===== config.mk =====
export PLATFORM = sky130hd
export DESIGN_NAME = arfwd_core
export DESIGN_NICKNAME = d
export VERILOG_FILES = /design/src/rtl/arfwd_pkg.sv /design/src/rtl/arfwd_core.sv /design/src/rtl/arfwd_window_cmp.sv
export SDC_FILE = /design/constraint.sdc
export NUM_CORES = 1
export LEC_CHECK = 0
export BUFFER_PORTS_ARGS = -buffer_cell sky130_fd_sc_hd__buf_2
export CELL_PAD_IN_SITES_DETAIL_PLACEMENT = 0
export CELL_PAD_IN_SITES_GLOBAL_PLACEMENT = 2
export CORE_ASPECT_RATIO = 0.5
export CORE_MARGIN = 1.5
export CORE_UTILIZATION = 38
export CTS_CLUSTER_DIAMETER = 100
export CTS_CLUSTER_SIZE = 16
export DETAILED_ROUTE_END_ITERATION = 8
export PLACE_DENSITY_LB_ADDON = 0.1
export SLEW_MARGIN = 40
export SYNTH_ARGS = -nofsm -noshare
export SYNTH_HDL_FRONTEND = slang
export SYNTH_SLANG_ARGS = --single-unit

===== constraint.sdc =====
create_clock -name clk -period 3 [get_ports clk]
set_clock_uncertainty 0.15 [all_clocks]
set_input_delay 0 -clock clk [delete_from_list [all_inputs] [get_ports clk]]
set_output_delay 0 -clock clk [all_outputs]
set_load 0.02 [all_outputs]

===== src/rtl/arfwd_pkg.sv =====
package arfwd_pkg;

  // register addresses on the special function register bus
  localparam logic [7:0] ARFWD_RES_LO_ADDR  = 8'hbe;
  localparam logic [7:0] ARFWD_RES_HI_ADDR  = 8'hbf;
  localparam logic [7:0] ARFWD_UPL_LO_ADDR  = 8'hc4;
  localparam logic [7:0] ARFWD_UPL_HI_ADDR  = 8'hc5;
  localparam logic [7:0] ARFWD_LWL_LO_ADDR  = 8'hc6;
  localparam logic [7:0] ARFWD_LWL_HI_ADDR  = 8'hc7;
  localparam logic [7:0] ARFWD_CTRL_ADDR    = 8'he8;

  // converter control register fields held here
  localparam int         ARFWD_JUST_BIT     = 0;
  localparam int         ARFWD_FLAG_BIT     = 1;

  // reset values
  localparam logic [7:0] ARFWD_RES_LO_RST   = 8'h00;
  localparam logic [7:0] ARFWD_RES_HI_RST   = 8'h00;
  localparam logic [7:0] ARFWD_UPL_LO_RST   = 8'hff;
  localparam logic [7:0] ARFWD_UPL_HI_RST   = 8'hff;
  localparam logic [7:0] ARFWD_LWL_LO_RST   = 8'h00;
  localparam logic [7:0] ARFWD_LWL_HI_RST   = 8'h00;
  localparam logic [7:0] ARFWD_RDATA_RST    = 8'h00;
  localparam logic [7:0] ARFWD_UNMAPPED_VAL = 8'h00;

  // result layout
  localparam int         ARFWD_RES_W        = 10;
  localparam int         ARFWD_WORD_W       = 16;
  localparam int         ARFWD_PAD_W        = ARFWD_WORD_W - ARFWD_RES_W;

  typedef logic [ARFWD_WORD_W-1:0] arfwd_word_type;

endpackage


===== src/rtl/arfwd_core.sv =====
// Overview of operation
// - right justified: top bits low, sign-extended differential
// - right justified single-ended: upper six bits zero
// - right justified: low byte holds eight low bits
// - left justified: high byte holds eight top bits
// - left justified: low byte two bits, rest zero
// - single-ended results are unsigned codes
// - differential results are two's complement codes
// - every conversion compared against both limit words
// - match flag polled by software, also interrupt source
// - lower above upper: flag inside band only
// - lower not above upper: flag outside band
// - reset clears data, lower low; upper high ones
// - differential compare uses signed numbers
// - flag stays set until software clears it
// - control bit zero selects left justification
`timescale 1ns/1ns
`default_nettype none

module arfwd_core
  import arfwd_pkg::*;
(
  input  wire logic                   clk,
  input  wire logic                   rst_n,
  input  wire logic                   conv_done,
  input  wire logic [ARFWD_RES_W-1:0] conv_data,
  input  wire logic                   conv_diff,
  input  wire logic [7:0]             sfr_addr,
  input  wire logic                   sfr_wr,
  input  wire logic                   sfr_rd,
  input  wire logic [7:0]             sfr_wdata,
  output logic      [7:0]             sfr_rdata,
  output logic                        justify_left_sel,
  output logic                        window_match_flag
);

  logic [7:0]     res_lo_reg;
  logic [7:0]     res_lo_next;
  logic [7:0]     res_hi_reg;
  logic [7:0]     res_hi_next;
  logic [7:0]     upl_lo_reg;
  logic [7:0]     upl_lo_next;
  logic [7:0]     upl_hi_reg;
  logic [7:0]     upl_hi_next;
  logic [7:0]     lwl_lo_reg;
  logic [7:0]     lwl_lo_next;
  logic [7:0]     lwl_hi_reg;
  logic [7:0]     lwl_hi_next;
  logic           just_reg;
  logic           just_next;
  logic           flag_reg;
  logic           flag_next;
  logic [7:0]     rdata_reg;
  logic [7:0]     rdata_next;
  arfwd_word_type new_word;
  logic           win_match;
  logic           ctrl_wr;
  logic           hit;

  // places a raw result into the sixteen-bit data word
  function automatic arfwd_word_type fmt_word(
    input logic [ARFWD_RES_W-1:0] raw,
    input logic                   left,
    input logic                   diff
  );
    arfwd_word_type w;
    if (left) begin
      w = {raw, {ARFWD_PAD_W{1'b0}}};
    end else if (diff) begin
      w = {{ARFWD_PAD_W{raw[ARFWD_RES_W-1]}}, raw};
    end else begin
      w = {{ARFWD_PAD_W{1'b0}}, raw};
    end
    return w;
  endfunction

  // register index decode shared by read and write paths
  function automatic logic addr_is(input logic [7:0] a, input logic [7:0] b);
    return a == b;
  endfunction

  assign new_word = fmt_word(conv_data, just_reg, conv_diff);
  assign ctrl_wr  = sfr_wr && addr_is(sfr_addr, ARFWD_CTRL_ADDR);
  assign hit      = conv_done && win_match;

  arfwd_window_cmp arfwd_window_cmp_inst (
    .data_word   (new_word),
    .upper_limit ({upl_hi_reg, upl_lo_reg}),
    .lower_limit ({lwl_hi_reg, lwl_lo_reg}),
    .signed_cmp  (conv_diff),
    .match       (win_match)
  );

  always_comb begin
    res_lo_next = res_lo_reg;
    res_hi_next = res_hi_reg;
    upl_lo_next = upl_lo_reg;
    upl_hi_next = upl_hi_reg;
    lwl_lo_next = lwl_lo_reg;
    lwl_hi_next = lwl_hi_reg;
    just_next   = just_reg;
    flag_next   = flag_reg;
    rdata_next  = rdata_reg;
    // byte-wide writes from software
    if (sfr_wr) begin
      if (addr_is(sfr_addr, ARFWD_RES_LO_ADDR)) begin
        res_lo_next = sfr_wdata;
      end
      if (addr_is(sfr_addr, ARFWD_RES_HI_ADDR)) begin
        res_hi_next = sfr_wdata;
      end
      if (addr_is(sfr_addr, ARFWD_UPL_LO_ADDR)) begin
        upl_lo_next = sfr_wdata;
      end
      if (addr_is(sfr_addr, ARFWD_UPL_HI_ADDR)) begin
        upl_hi_next = sfr_wdata;
      end
      if (addr_is(sfr_addr, ARFWD_LWL_LO_ADDR)) begin
        lwl_lo_next = sfr_wdata;
      end
      if (addr_is(sfr_addr, ARFWD_LWL_HI_ADDR)) begin
        lwl_hi_next = sfr_wdata;
      end
    end
    if (ctrl_wr) begin
      just_next = sfr_wdata[ARFWD_JUST_BIT];
      flag_next = sfr_wdata[ARFWD_FLAG_BIT];
    end
    // a finished conversion overrides a same-cycle data write
    if (conv_done) begin
      res_hi_next = new_word[15:8];
      res_lo_next = new_word[7:0];
    end
    // set beats a same-cycle clear
    if (hit) begin
      flag_next = 1'b1;
    end
    // registered read data
    if (sfr_rd) begin
      if (addr_is(sfr_addr, ARFWD_RES_LO_ADDR)) begin
        rdata_next = res_lo_reg;
      end else if (addr_is(sfr_addr, ARFWD_RES_HI_ADDR)) begin
        rdata_next = res_hi_reg;
      end else if (addr_is(sfr_addr, ARFWD_UPL_LO_ADDR)) begin
        rdata_next = upl_lo_reg;
      end else if (addr_is(sfr_addr, ARFWD_UPL_HI_ADDR)) begin
        rdata_next = upl_hi_reg;
      end else if (addr_is(sfr_addr, ARFWD_LWL_LO_ADDR)) begin
        rdata_next = lwl_lo_reg;
      end else if (addr_is(sfr_addr, ARFWD_LWL_HI_ADDR)) begin
        rdata_next = lwl_hi_reg;
      end else if (addr_is(sfr_addr, ARFWD_CTRL_ADDR)) begin
        rdata_next = {6'h00, flag_reg, just_reg};
      end else begin
        rdata_next = ARFWD_UNMAPPED_VAL;
      end
    end
  end

  always_ff @(posedge clk or negedge rst_n) begin
    if (!rst_n) begin
      res_lo_reg <= ARFWD_RES_LO_RST;
      res_hi_reg <= ARFWD_RES_HI_RST;
      upl_lo_reg <= ARFWD_UPL_LO_RST;
      upl_hi_reg <= ARFWD_UPL_HI_RST;
      lwl_lo_reg <= ARFWD_LWL_LO_RST;
      lwl_hi_reg <= ARFWD_LWL_HI_RST;
      just_reg   <= 1'b0;
      flag_reg   <= 1'b0;
      rdata_reg  <= ARFWD_RDATA_RST;
    end else begin
      res_lo_reg <= res_lo_next;
      res_hi_reg <= res_hi_next;
      upl_lo_reg <= upl_lo_next;
      upl_hi_reg <= upl_hi_next;
      lwl_lo_reg <= lwl_lo_next;
      lwl_hi_reg <= lwl_hi_next;
      just_reg   <= just_next;
      flag_reg   <= flag_next;
      rdata_reg  <= rdata_next;
    end
  end

  assign sfr_rdata         = rdata_reg;
  assign justify_left_sel  = just_reg;
  assign window_match_flag = flag_reg;

  // data layout checks
  rj_sign_ext_a: assert property (@(posedge clk) disable iff (!rst_n)
    conv_done && !just_reg && conv_diff
    |=> res_hi_reg == {{6{$past(conv_data[9])}}, $past(conv_data[9:8])})
    else $error("right justified sign extension wrong");

  rj_zero_fill_a: assert property (@(posedge clk) disable iff (!rst_n)
    conv_done && !just_reg && !conv_diff
    |=> res_hi_reg == {6'h00, $past(conv_data[9:8])})
    else $error("right justified upper bits not zero");

  rj_low_byte_a: assert property (@(posedge clk) disable iff (!rst_n)
    conv_done && !just_reg
    |=> res_lo_reg == $past(conv_data[7:0]))
    else $error("right justified low byte wrong");

  lj_high_byte_a: assert property (@(posedge clk) disable iff (!rst_n)
    conv_done && just_reg
    |=> res_hi_reg == $past(conv_data[9:2]))
    else $error("left justified high byte wrong");

  lj_low_byte_a: assert property (@(posedge clk) disable iff (!rst_n)
    conv_done && just_reg
    |=> res_lo_reg == {$past(conv_data[1:0]), 6'h00})
    else $error("left justified low byte wrong");

  se_full_code_a: assert property (@(posedge clk) disable iff (!rst_n)
    conv_done && !conv_diff && conv_data == 10'h3ff
    |=> {res_hi_reg, res_lo_reg} == ($past(just_reg) ? 16'hffc0 : 16'h03ff))
    else $error("single-ended full scale code wrong");

  diff_neg_code_a: assert property (@(posedge clk) disable iff (!rst_n)
    conv_done && conv_diff && conv_data == 10'h200
    |=> {res_hi_reg, res_lo_reg} == ($past(just_reg) ? 16'h8000 : 16'hfe00))
    else $error("differential negative full scale code wrong");

  // window flag, compare, control, layout and limit write checks
  match_sets_a: assert property (@(posedge clk) disable iff (!rst_n)
    conv_done && win_match |=> window_match_flag)
    else $error("window match did not set flag");

  flag_sticky_a: assert property (@(posedge clk) disable iff (!rst_n)
    window_match_flag && !ctrl_wr |=> window_match_flag [*2] or ctrl_wr ##1 1'b1)
    else $error("window flag dropped without software clear");

  no_match_hold_a: assert property (@(posedge clk) disable iff (!rst_n)
    conv_done && !win_match && !ctrl_wr
    |=> window_match_flag == $past(window_match_flag))
    else $error("unmatched result changed flag");

  sw_clear_a: assert property (@(posedge clk) disable iff (!rst_n)
    ctrl_wr && !sfr_wdata[1] && !hit |=> !window_match_flag)
    else $error("software clear of flag failed");

  justify_write_a: assert property (@(posedge clk) disable iff (!rst_n)
    ctrl_wr |=> justify_left_sel == $past(sfr_wdata[0]))
    else $error("justify control not taken");

  inband_match_a: assert property (@(posedge clk) disable iff (!rst_n)
    conv_done && !conv_diff && !just_reg
    && {lwl_hi_reg, lwl_lo_reg} == 16'h0200 && {upl_hi_reg, upl_lo_reg} == 16'h0100
    && conv_data == 10'h180 |-> win_match)
    else $error("in-band result not matched");

  outband_miss_a: assert property (@(posedge clk) disable iff (!rst_n)
    conv_done && !conv_diff && !just_reg
    && {lwl_hi_reg, lwl_lo_reg} == 16'h0100 && {upl_hi_reg, upl_lo_reg} == 16'h0200
    && conv_data == 10'h180 |-> !win_match)
    else $error("in-band result matched in out-of-band mode");

  signed_cmp_a: assert property (@(posedge clk) disable iff (!rst_n)
    conv_done && conv_diff && !just_reg
    && {lwl_hi_reg, lwl_lo_reg} == 16'h0100 && {upl_hi_reg, upl_lo_reg} == 16'hffff
    && conv_data == 10'h000 |-> win_match)
    else $error("signed compare failed for zero");

  signed_miss_a: assert property (@(posedge clk) disable iff (!rst_n)
    conv_done && conv_diff && !just_reg
    && {lwl_hi_reg, lwl_lo_reg} == 16'h0100 && {upl_hi_reg, upl_lo_reg} == 16'hffff
    && conv_data == 10'h3ff |-> !win_match)
    else $error("signed compare matched minus one");

  se_half_code_a: assert property (@(posedge clk) disable iff (!rst_n)
    conv_done && !conv_diff && conv_data == 10'h200
    |=> {res_hi_reg, res_lo_reg} == ($past(just_reg) ? 16'h8000 : 16'h0200))
    else $error("single-ended half scale code wrong");

  diff_max_code_a: assert property (@(posedge clk) disable iff (!rst_n)
    conv_done && conv_diff && conv_data == 10'h1ff
    |=> {res_hi_reg, res_lo_reg} == ($past(just_reg) ? 16'h7fc0 : 16'h01ff))
    else $error("differential positive full scale code wrong");

  diff_minus_one_a: assert property (@(posedge clk) disable iff (!rst_n)
    conv_done && conv_diff && conv_data == 10'h3ff
    |=> {res_hi_reg, res_lo_reg} == ($past(just_reg) ? 16'hffc0 : 16'hffff))
    else $error("differential minus one code wrong");

  flag_hold_a: assert property (@(posedge clk) disable iff (!rst_n)
    !hit && !ctrl_wr |=> window_match_flag == $past(window_match_flag))
    else $error("window flag changed without cause");

  flag_read_a: assert property (@(posedge clk) disable iff (!rst_n)
    sfr_rd && sfr_addr == ARFWD_CTRL_ADDR
    |=> sfr_rdata == {6'h00, $past(window_match_flag), $past(justify_left_sel)})
    else $error("control read does not show flag");

  upper_write_a: assert property (@(posedge clk) disable iff (!rst_n)
    sfr_wr && sfr_addr == ARFWD_UPL_HI_ADDR |=> upl_hi_reg == $past(sfr_wdata))
    else $error("upper limit high byte not written");

  lower_write_a: assert property (@(posedge clk) disable iff (!rst_n)
    sfr_wr && sfr_addr == ARFWD_LWL_LO_ADDR |=> lwl_lo_reg == $past(sfr_wdata))
    else $error("lower limit low byte not written");

endmodule

`default_nettype wire


===== src/rtl/arfwd_window_cmp.sv =====
`timescale 1ns/1ns
`default_nettype none

module arfwd_window_cmp
  import arfwd_pkg::*;
(
  input  wire logic [ARFWD_WORD_W-1:0] data_word,
  input  wire logic [ARFWD_WORD_W-1:0] upper_limit,
  input  wire logic [ARFWD_WORD_W-1:0] lower_limit,
  input  wire logic                    signed_cmp,
  output logic                         match
);

  logic signed [ARFWD_WORD_W:0] data_ext;
  logic signed [ARFWD_WORD_W:0] upper_ext;
  logic signed [ARFWD_WORD_W:0] lower_ext;
  logic                         below_lower;
  logic                         above_upper;

  // one extra bit turns both number kinds into one signed compare
  always_comb begin
    data_ext    = {signed_cmp & data_word[ARFWD_WORD_W-1], data_word};
    upper_ext   = {signed_cmp & upper_limit[ARFWD_WORD_W-1], upper_limit};
    lower_ext   = {signed_cmp & lower_limit[ARFWD_WORD_W-1], lower_limit};
    below_lower = data_ext < lower_ext;
    above_upper = data_ext > upper_ext;
    if (lower_ext > upper_ext) begin
      match = below_lower && above_upper;
    end else begin
      match = below_lower || above_upper;
    end
  end

endmodule

`default_nettype wire


# == Word-level counts from Yosys, hierarchy flattened ==
# Index checks and enable logic that the tools add are counted.
# word_totals
ff_bits,58
inputBits,32
out_inout_bits,10
elab_cells,54
# classes
magnitude_cmp,3
eq_ne,7
n_mux,18
n_bitwise,3
n_reduce_logical,14
# ops
cell,n
two-way mux 8 bit,12
"equality test 8 bit, second input constant",7
greater-than comparator 17 bit,2
two-way mux 16 bit,2
< comparator 17 bit,1
AND reduction 2 bit,6
nonzero test 2 bit,4
AND 1 bit,3
logical AND 1 bit,3
two-way mux 1 bit,3
two-way mux 2 bit,1
logical OR 1 bit,1

# == Longest topological paths before layout ==
# Gate-level depths: netlist of the first run.
# depth
word_depth,8
depth_mapped,11
ltp_nobuf,11

# == By module ==
# From an unflattened synthesis of the first run, not the netlist that was laid out.
# unflattened
cells_unflattened,441
area_unflattened_um2,4351.7
# by_module_without_submodules
module,n_inst,cells_per_inst,area_per_inst_um2,seq_area_each_um2
arfwd_core,1,281,3138.0,1471.4
arfwd_window_cmp,1,160,1213.7,0.0

# == Least setup slack after synthesis of the first run ==
# OpenSTA, ideal clock, no wires.
# synth_timing
kind,register to register
from,reg just_reg (netlist: justify_left_sel)
to,reg flag_reg (netlist: window_match_flag)
setup_time_ns,0.118
arrival_ns,2.538
required_ns,2.732
path_slack_ns,0.194
path_stages_with_launch,12
path_buffers,2
period_less_slack_ns,2.806
cell_sequence,dfrtp_1 > clkbuf_1 > clkbuf_1 > a21o_1 > ha_1 > a21oi_1 > nor2b_1 > o311ai_0 > o211ai_1 > o21ai_1 > o21ai_0 > a21o_1
# synth_via
elab_chain_cells,7
word_cells_on_any_way,10
cone_classes,2 x order compare; 3 x mux; 1 x bitwise; 4 x reduce/logical
# synth_rtl
element,line,source
start: declaration,arfwd_core.sv:49,logic just_reg;
start signal: assignment,arfwd_core.sv:178,just_reg <= just_next;
two-way mux 16 bit *,arfwd_core.sv:67,if (left) begin
AND 1 bit,arfwd_window_cmp.sv:22,"data_ext = {signed_cmp & data_word[ARFWD_WORD_W-1], data_word};"
< comparator 17 bit or greater-than comparator 17 bit (tied branches),"arfwd_window_cmp.sv:25, arfwd_window_cmp.sv:26",
logical OR 1 bit or logical AND 1 bit (tied branches),"arfwd_window_cmp.sv:30, arfwd_window_cmp.sv:28",
two-way mux 1 bit *,arfwd_window_cmp.sv:27,if (lower_ext > upper_ext) begin
logical AND 1 bit *,arfwd_core.sv:84,assign hit = conv_done && win_match;
two-way mux 1 bit or nonzero test 2 bit (tied branches),--,
end signal: assignment,arfwd_core.sv:179,flag_reg <= flag_next;
end: declaration,arfwd_core.sv:51,logic flag_reg;
# Every way passes the cells marked *; elsewhere a longest branch is shown, timed or not.
# A chain may end at the register's enable or synchronous reset.

# == Final worst setup path of the first run ==
# Same ends and word-level chain as after synthesis.

==> impl_metrics.py, run 1 <==
metrics = {
    "power_and_ir_drop": {
        "power_mw": 2.656,
        "internal_power_mw": 1.953,
        "p_sw_mw": 0.7032,
        "pwr-share-seq_pct": 33.7,
        "p_sw_share_pct": 26.47,
        "ir_drop_mv": 0.1918,
        "leakagePower_nw": 2.303,
        "clockPowerShare_pct": 48.9,
        "comb_power_share_pct": 17.4,
        "powerDensity_nw_per_um2": 529.2,
    },
    "cts": {
        "clock_latency_ns": 0.33,
        "numCtsBuffers": 9,
        "cts.sinks": 58,
        "cts_tree": "yes",
        "cts_root_buf": "clkbuf_16",
        "clk_pin_slew_ns": 0.06,
        "cts_max_level": 3,
        "clockBufferDepth": 2,
    },
    "routing": {
        "routed_via_density": 5.754,
        "wl_per_cell_um": 22.07,
        "routed_wirelength_mm": 14.06,
        "drtIter0Drc": 302,
        "ant_nets": 0,
        "drt_first_pass_iters": 5,
        "drc": 0,
        "vias": 3665,
    },
    "worst_setup_path": {
        "cp.arrival_ns": 2.79,
        "crit_type": "flop to flop",
        "r2r_start": "justify_left_sel",
        "reg2reg_depth": 10,
        "crit_family": "compound AO/OA/AOI/OAI gates",
        "slowest_stage": "dfrtp_1",
        "critical_path.max_fanout": 7,
        "cpPeakStageDelay_ns": 0.45,
        "setup.worst_path.end_class": "flop",
        "reg2reg_to": "window_match_flag",
        "path_buf_inv": 0,
        "critPathLaunchType": "flop",
        "worstPathCellList": "nor2b_1 -> a21o_1 -> ha_1 -> a21oi_1 -> nor2b_1 -> o311ai_0 -> o211ai_1 -> o21ai_1 -> o21ai_0 -> a21o_1",
        "cp-startpoint": "justify_left_sel",
        "r2r_slack_ns": 0.27,
        "cp_data_required_time_ns": 3.07,
    },
    "synth": {
        "synth_edf_count": 0,
        "syn_area_per_cell_um2": 9.576,
        "synthesis.nets": 508,
        "syn_area_um2": 4146,
        "synth-seq-cells": 58,
        "synthTopCellsByArea": "dfrtp_1 25%, ha_1 13%, dfstp_2 10%",
        "synthFlopType": "dfrtp_1",
        "syn_inst": 433,
        "ys_warn_count": 0,
        "synth_cell_type_count": 55,
        "ys_async_sr_fraction_pct": 100.0,
        "synth-seq-area-share_pct": 35.49,
        "synth_top_cell_area_share_pct": 25.35,
        "yosysTopAreaCell": "dfrtp_1",
    },
    "min_path": {
        "hold-path-cell-count": 3,
        "holdPathEnd": "res_lo_reg[4]",
        "min-delay-start": "conv_data[4]",
        "hp-class": "primary input to flop",
    },
    "sta": {
        "fin_crit_sh_pct": 90.85,
        "setup_viol": 0,
        "worst_pin_slew_ns": 0.6169,
        "slew_headroom_pct": 58.30,
        "fmax_ghz": 0.3669,
        "fin_crit_ns": 2.726,
        "hold_viol_final": 0,
        "setup_tns_ns": 0,
        "setup_slack_ns": 0.2744,
        "slew_violations": 0,
        "rsz0062_at_grt": "no",
    },
    "finish": {
        "drive_above_1_share_pct": 20.72,
        "num_antenna_cells": 0,
        "final_util_pct": 48.22,
        "syn_to_final_growth_pct": 21.06,
        "final_cell_mix": "43 x ha_1, 42 x dfrtp_1, 41 x buf_2",
        "fillers": 985,
        "final_nets": 567,
        "final_common_cell": "ha_1",
    },
    "job": {
        "max-cap-violations": 0,
    },
    "floorplanning": {
        "initial_core_util_pct": 39.83,
        "rows": 26,
        "die_w_um": 150.7,
        "die_h_um": 76.87,
        "core-area_um2": 10410,
        "io-pin-count": 42,
        "die-area_um2": 11590,
    },
    "placement": {
        "place.gp.congestion": 0.9609,
        "numPortBuffers": 41,
        "place_ws_ns": 0.3201,
        "dp_hpwl_mm": 11.04,
    },
    "grt": {
        "grt_start_max_net_pins": 35,
        "antenna_found_initial": 0,
        "overflow": 0,
        "grt_first_pass_wirelength_mm": 21.43,
        "grt_pass1_vias": 3495,
        "track_usage_pct": 25.64,
    },
    "outcome": {
        "status": "completed",
    },
}
-- power by group through the flow --
| stage | clock network, mW | logic, mW | registers, mW |
|---|---|---|---|
| global placement | 0 | 0.441 | 0.904 |
| global route | 1.36 | 0.513 | 0.902 |
| CTS | 1.32 | 0.456 | 0.893 |
| finish | 1.30 | 0.463 | 0.895 |
| floorplan | 0 | 0.267 | 0.898 |
| detailed placement | 0 | 0.443 | 0.905 |
-- cell type report --
cell class	instances	area (µm²)	share of cell area (%)
Tap cell	140	175.2	3.490
Clock inverter	6	137.6	2.742
Sequential cell	58	1471	29.31
Multi-Input combinational cell	324	2461	49.03
Timing Repair Buffer	64	402.9	8.026
Clock buffer	10	239.0	4.761
Inverter	35	132.6	2.642
-- synth_stat cells, types with 2 or more instances --
master     number
ha_1           43
a211oi_1        2
nand3_1        12
o22ai_1         3
o21a_1          3
a221oi_1        2
o21ai_0         7
mux2_2          5
mux2i_1        24
inv_1          33
a311oi_1        2
nand2_1        37
o21ai_1        31
a21o_1          9
nor2_1         30
clkbuf_1        8
nor2b_1         9
nand4_1         9
o211ai_1        3
nand2b_1        6
a21oi_1        29
o2111ai_1       2
mux4_2          8
dfrtp_1        42
or4_1           2
nand4b_1        2
dfstp_2        16
mux2_1         19
nor3_1          3
a31oi_1         2
buf_2           5
xnor2_1         2
-- worst register-to-register path: cells and delay by family (launching register included) --
family / cells / cell delay, ns
adders and majority gates: 1 / 0.26
AOI/OAI and AO/OA: 7 / 1.34
and+or+nand+nor: 2 / 0.39
DFF: 1 / 0.45
-- how the worst max path moves through the flow --
stage | endpoint | slack (ns) | depth (start not counted)
3_3_place_gp | window_match_flag | 0.33 | 10
4_1_cts | window_match_flag | 0.29 | 10
3_5_place_dp | window_match_flag | 0.32 | 10
5_1_grt | window_match_flag | 0.07 | 10
6_report | window_match_flag | 0.27 | 10
2_1_floorplan | window_match_flag | 0.19 | 11
-- routing by layer --
metal	wire, µm	up-vias	global-route usage [%]
met4	65	0	3.398
met3	1732	7	9.643
met1	7044	1797	40.92
met5	0	-	0
li1	-	1687	-
met2	5214	174	32.15
-- cell families after synthesis --
kind of cell	after synthesis	synth area share, %
XOR/XNOR	3	0.6338
flip-flops	58	35.49
multiplexers	56	16.66
adder cells (fa/ha/maj)	43	12.98
buffers and inverters	51	5.160
AO/OA/AOI/OAI	104	15.00
AND/OR/NAND/NOR	118	14.09
-- metrics by stage --
| stage | cell area (µm²) | cells | hold WS (ns) |
|---|---|---|---|
| 3_5_place_dp | 4543 | 611 | -0.1265 |
| 6_report | 5020 | 637 | 0.02763 |
| 3_3_place_gp | 4543 | 611 | -0.1317 |
| 5_1_grt | 5020 | 637 | 0.06212 |
| 4_1_cts | 5020 | 637 | 0.01789 |
| 2_1_floorplan | 4146 | 433 | -0.4456 |
-- timing repair --
action,4_1_cts,5_1_grt
hold endpoints to repair,82,0
gates resized for setup,0,0
buffers inserted,0,0
hold buffers,10,0
Note: power is estimated with default switching activity, not from simulation.
==> run 2, diff against run 1 <==
--- a/config.mk
+++ b/config.mk
@@ -10,7 +10,8 @@
 export CELL_PAD_IN_SITES_GLOBAL_PLACEMENT = 2
 export CORE_ASPECT_RATIO = 0.5
 export CORE_MARGIN = 1.5
-export CORE_UTILIZATION = 38
+export CORE_UTILIZATION = 39
+export CTS_BUF_LIST = sky130_fd_sc_hd__clkbuf_2 sky130_fd_sc_hd__clkbuf_4 sky130_fd_sc_hd__clkbuf_8
 export CTS_CLUSTER_DIAMETER = 100
 export CTS_CLUSTER_SIZE = 16
 export DETAILED_ROUTE_END_ITERATION = 8
==> impl_metrics.py, run 2 (same netlist as run 1, synthesis figures left out) <==
metrics = {
    "cts": {
        "numCtsBuffers": 9,
        "clockBufferDepth": 2,
        "cts_root_buf": "clkbuf_8",
        "post-cts-setup-buffer-count": 0,
        "clk_pin_slew_ns": 0.08,
        "clock_latency_ns": 0.35,
        "cts_max_level": 3,
        "cts_tree": "yes",
        "cts.sinks": 58,
    },
    "routing": {
        "drc": 0,
        "routed_via_density": 5.685,
        "drtIter0Drc": 349,
        "wl_per_cell_um": 21.16,
        "ant_nets": 0,
        "drt_first_pass_iters": 5,
        "routed_wirelength_mm": 13.65,
        "vias": 3667,
    },
    "worst_setup_path": {
        "cp.arrival_ns": 3.00,
        "crit_top_cell": "a21o_1",
        "critical_path.max_fanout": 9,
        "cpPeakStageDelay_ns": 0.45,
        "worstPathCellList": "buf_4 -> mux2_1 -> ha_1 -> a21o_1 -> a21o_1 -> a21oi_1 -> nor3_1 -> o21ai_1 -> o21ai_0 -> a21o_1",
        "crit_type": "flop to flop",
        "slowest_stage": "dfrtp_2",
        "cp_data_required_time_ns": 3.10,
        "setup.worst_path.end_class": "flop",
        "critPathLaunchType": "flop",
    },
    "power_and_ir_drop": {
        "leakagePower_nw": 2.251,
        "power_mw": 2.092,
        "ir_drop_mv": 0.2260,
        "powerDensity_nw_per_um2": 424.8,
    },
    "placement": {
        "numPortBuffers": 41,
        "dp_hpwl_mm": 11.02,
        "place.gp.congestion": 0.9239,
    },
    "sta": {
        "worst_pin_slew_ns": 0.6536,
        "slew_headroom_pct": 56.20,
        "fin_crit_ns": 2.901,
        "fin_crit_sh_pct": 96.71,
        "hold_slack_ns": 0.01141,
        "slew_violations": 0,
        "setup_viol": 0,
        "setup_tns_ns": 0,
        "hold_viol_final": 0,
        "fmax_ghz": 0.3447,
        "rsz0062_at_grt": "no",
    },
    "grt": {
        "busiest_layer": "met1",
        "antenna_found_initial": 0,
        "grt_util_met1_pct": 43.12,
        "grt_first_pass_wirelength_mm": 21.20,
        "track_usage_pct": 25.55,
        "grt.met3_usage_pct": 5.241,
        "overflow": 0,
        "grt_start_max_net_pins": 29,
        "grt_use_met2_pct": 32.19,
        "grt_pass1_vias": 3496,
    },
    "job": {
        "max-cap-violations": 0,
    },
    "floorplanning": {
        "die_w_um": 148.8,
        "io-pin-count": 42,
        "initial_core_util_pct": 40.34,
        "die_h_um": 75.91,
        "die-area_um2": 11300,
        "core-area_um2": 10280,
        "rows": 26,
    },
    "outcome": {
        "status": "completed",
    },
    "finish": {
        "syn_to_final_growth_pct": 18.77,
        "final_nets": 575,
        "final_common_cell": "ha_1",
        "final_cell_mix": "43 x ha_1, 41 x buf_2, 41 x dfrtp_1",
        "fillers": 1049,
        "drive_above_1_share_pct": 21.39,
        "num_antenna_cells": 0,
    },
    "min_path": {
        "hp-class": "primary input to asynchronous set/reset pin",
    },
}
## run 2: worst max-delay path, delay by kind of cell, from the launching register on
kind                     cells  cell delay (ns)
multiplexers                 1             0.44
AO/OA/AOI/OAI                6             1.10
flip-flops                   1             0.45
adder cells (fa/ha/maj)      1             0.34
buffers and inverters        1             0.21
AND/OR/NAND/NOR              1             0.09
## run 2: path summary, 6_finish.rpt
check                                  from                 to  slack, ns  cells after the start
setup / recovery           justify_left_sel  window_match_flag        0.1                     10
hold / removal                        rst_n      res_hi_reg[5]       0.01                      2
setup reg to reg           justify_left_sel  window_match_flag        0.1                     10
hold reg to reg                sfr_rdata[3]       sfr_rdata[3]       0.36                      2
max in group asynchronous             rst_n      upl_lo_reg[2]       1.92                      3
min in group clk               conv_data[0]      res_lo_reg[0]       0.02                      4
## run 2: metrics by stage
| step | worst slack, ns | instance area, µm² | instances | utilization, % |
|---|---|---|---|---|
| after floorplan | 0.1942 | 4146 | 433 | - |
| after global placement | 0.01258 | 4551 | 612 | 44.27 |
| after CTS | 0.03821 | 4916 | 645 | 47.82 |
| after detailed placement | 0.05237 | 4553 | 612 | 44.29 |
| after global routing | 0.02736 | 4925 | 645 | 47.91 |
| final | 0.09858 | 4925 | 645 | 47.91 |
## run 2: area by class of cell
cell class | instances | area, µm² | share of cell area [%]
repair buffers | 72 | 480.5 | 9.756
clock buffers | 9 | 123.9 | 2.515
clock inverters | 7 | 68.82 | 1.397
inverters | 35 | 132.6 | 2.693
flip-flops and latches | 58 | 1473 | 29.90
multi-input cells | 324 | 2471 | 50.18
well taps | 140 | 175.2 | 3.557
## run 2: where the power goes
| group | internal [mW] | switching, mW | total [mW] |
|---|---|---|---|
| Sequential | 0.844 | 0.0492 | 0.894 |
| Clock | 0.381 | 0.345 | 0.726 |
| Combinational | 0.194 | 0.278 | 0.473 |
## run 2: metal layers
metal	vias to the layer above	wire length [µm]
li1	1712	-
met1	1804	7364
met2	143	5111
met3	8	1083
met4	0	88
met5	-	0
## run 2: what timing repair did
action                                 4_1_cts  5_1_grt
hold buffers                                17        0
resized for setup                            0        3
setup endpoints to repair                    0        1
endpoints found under the hold margin      106        0
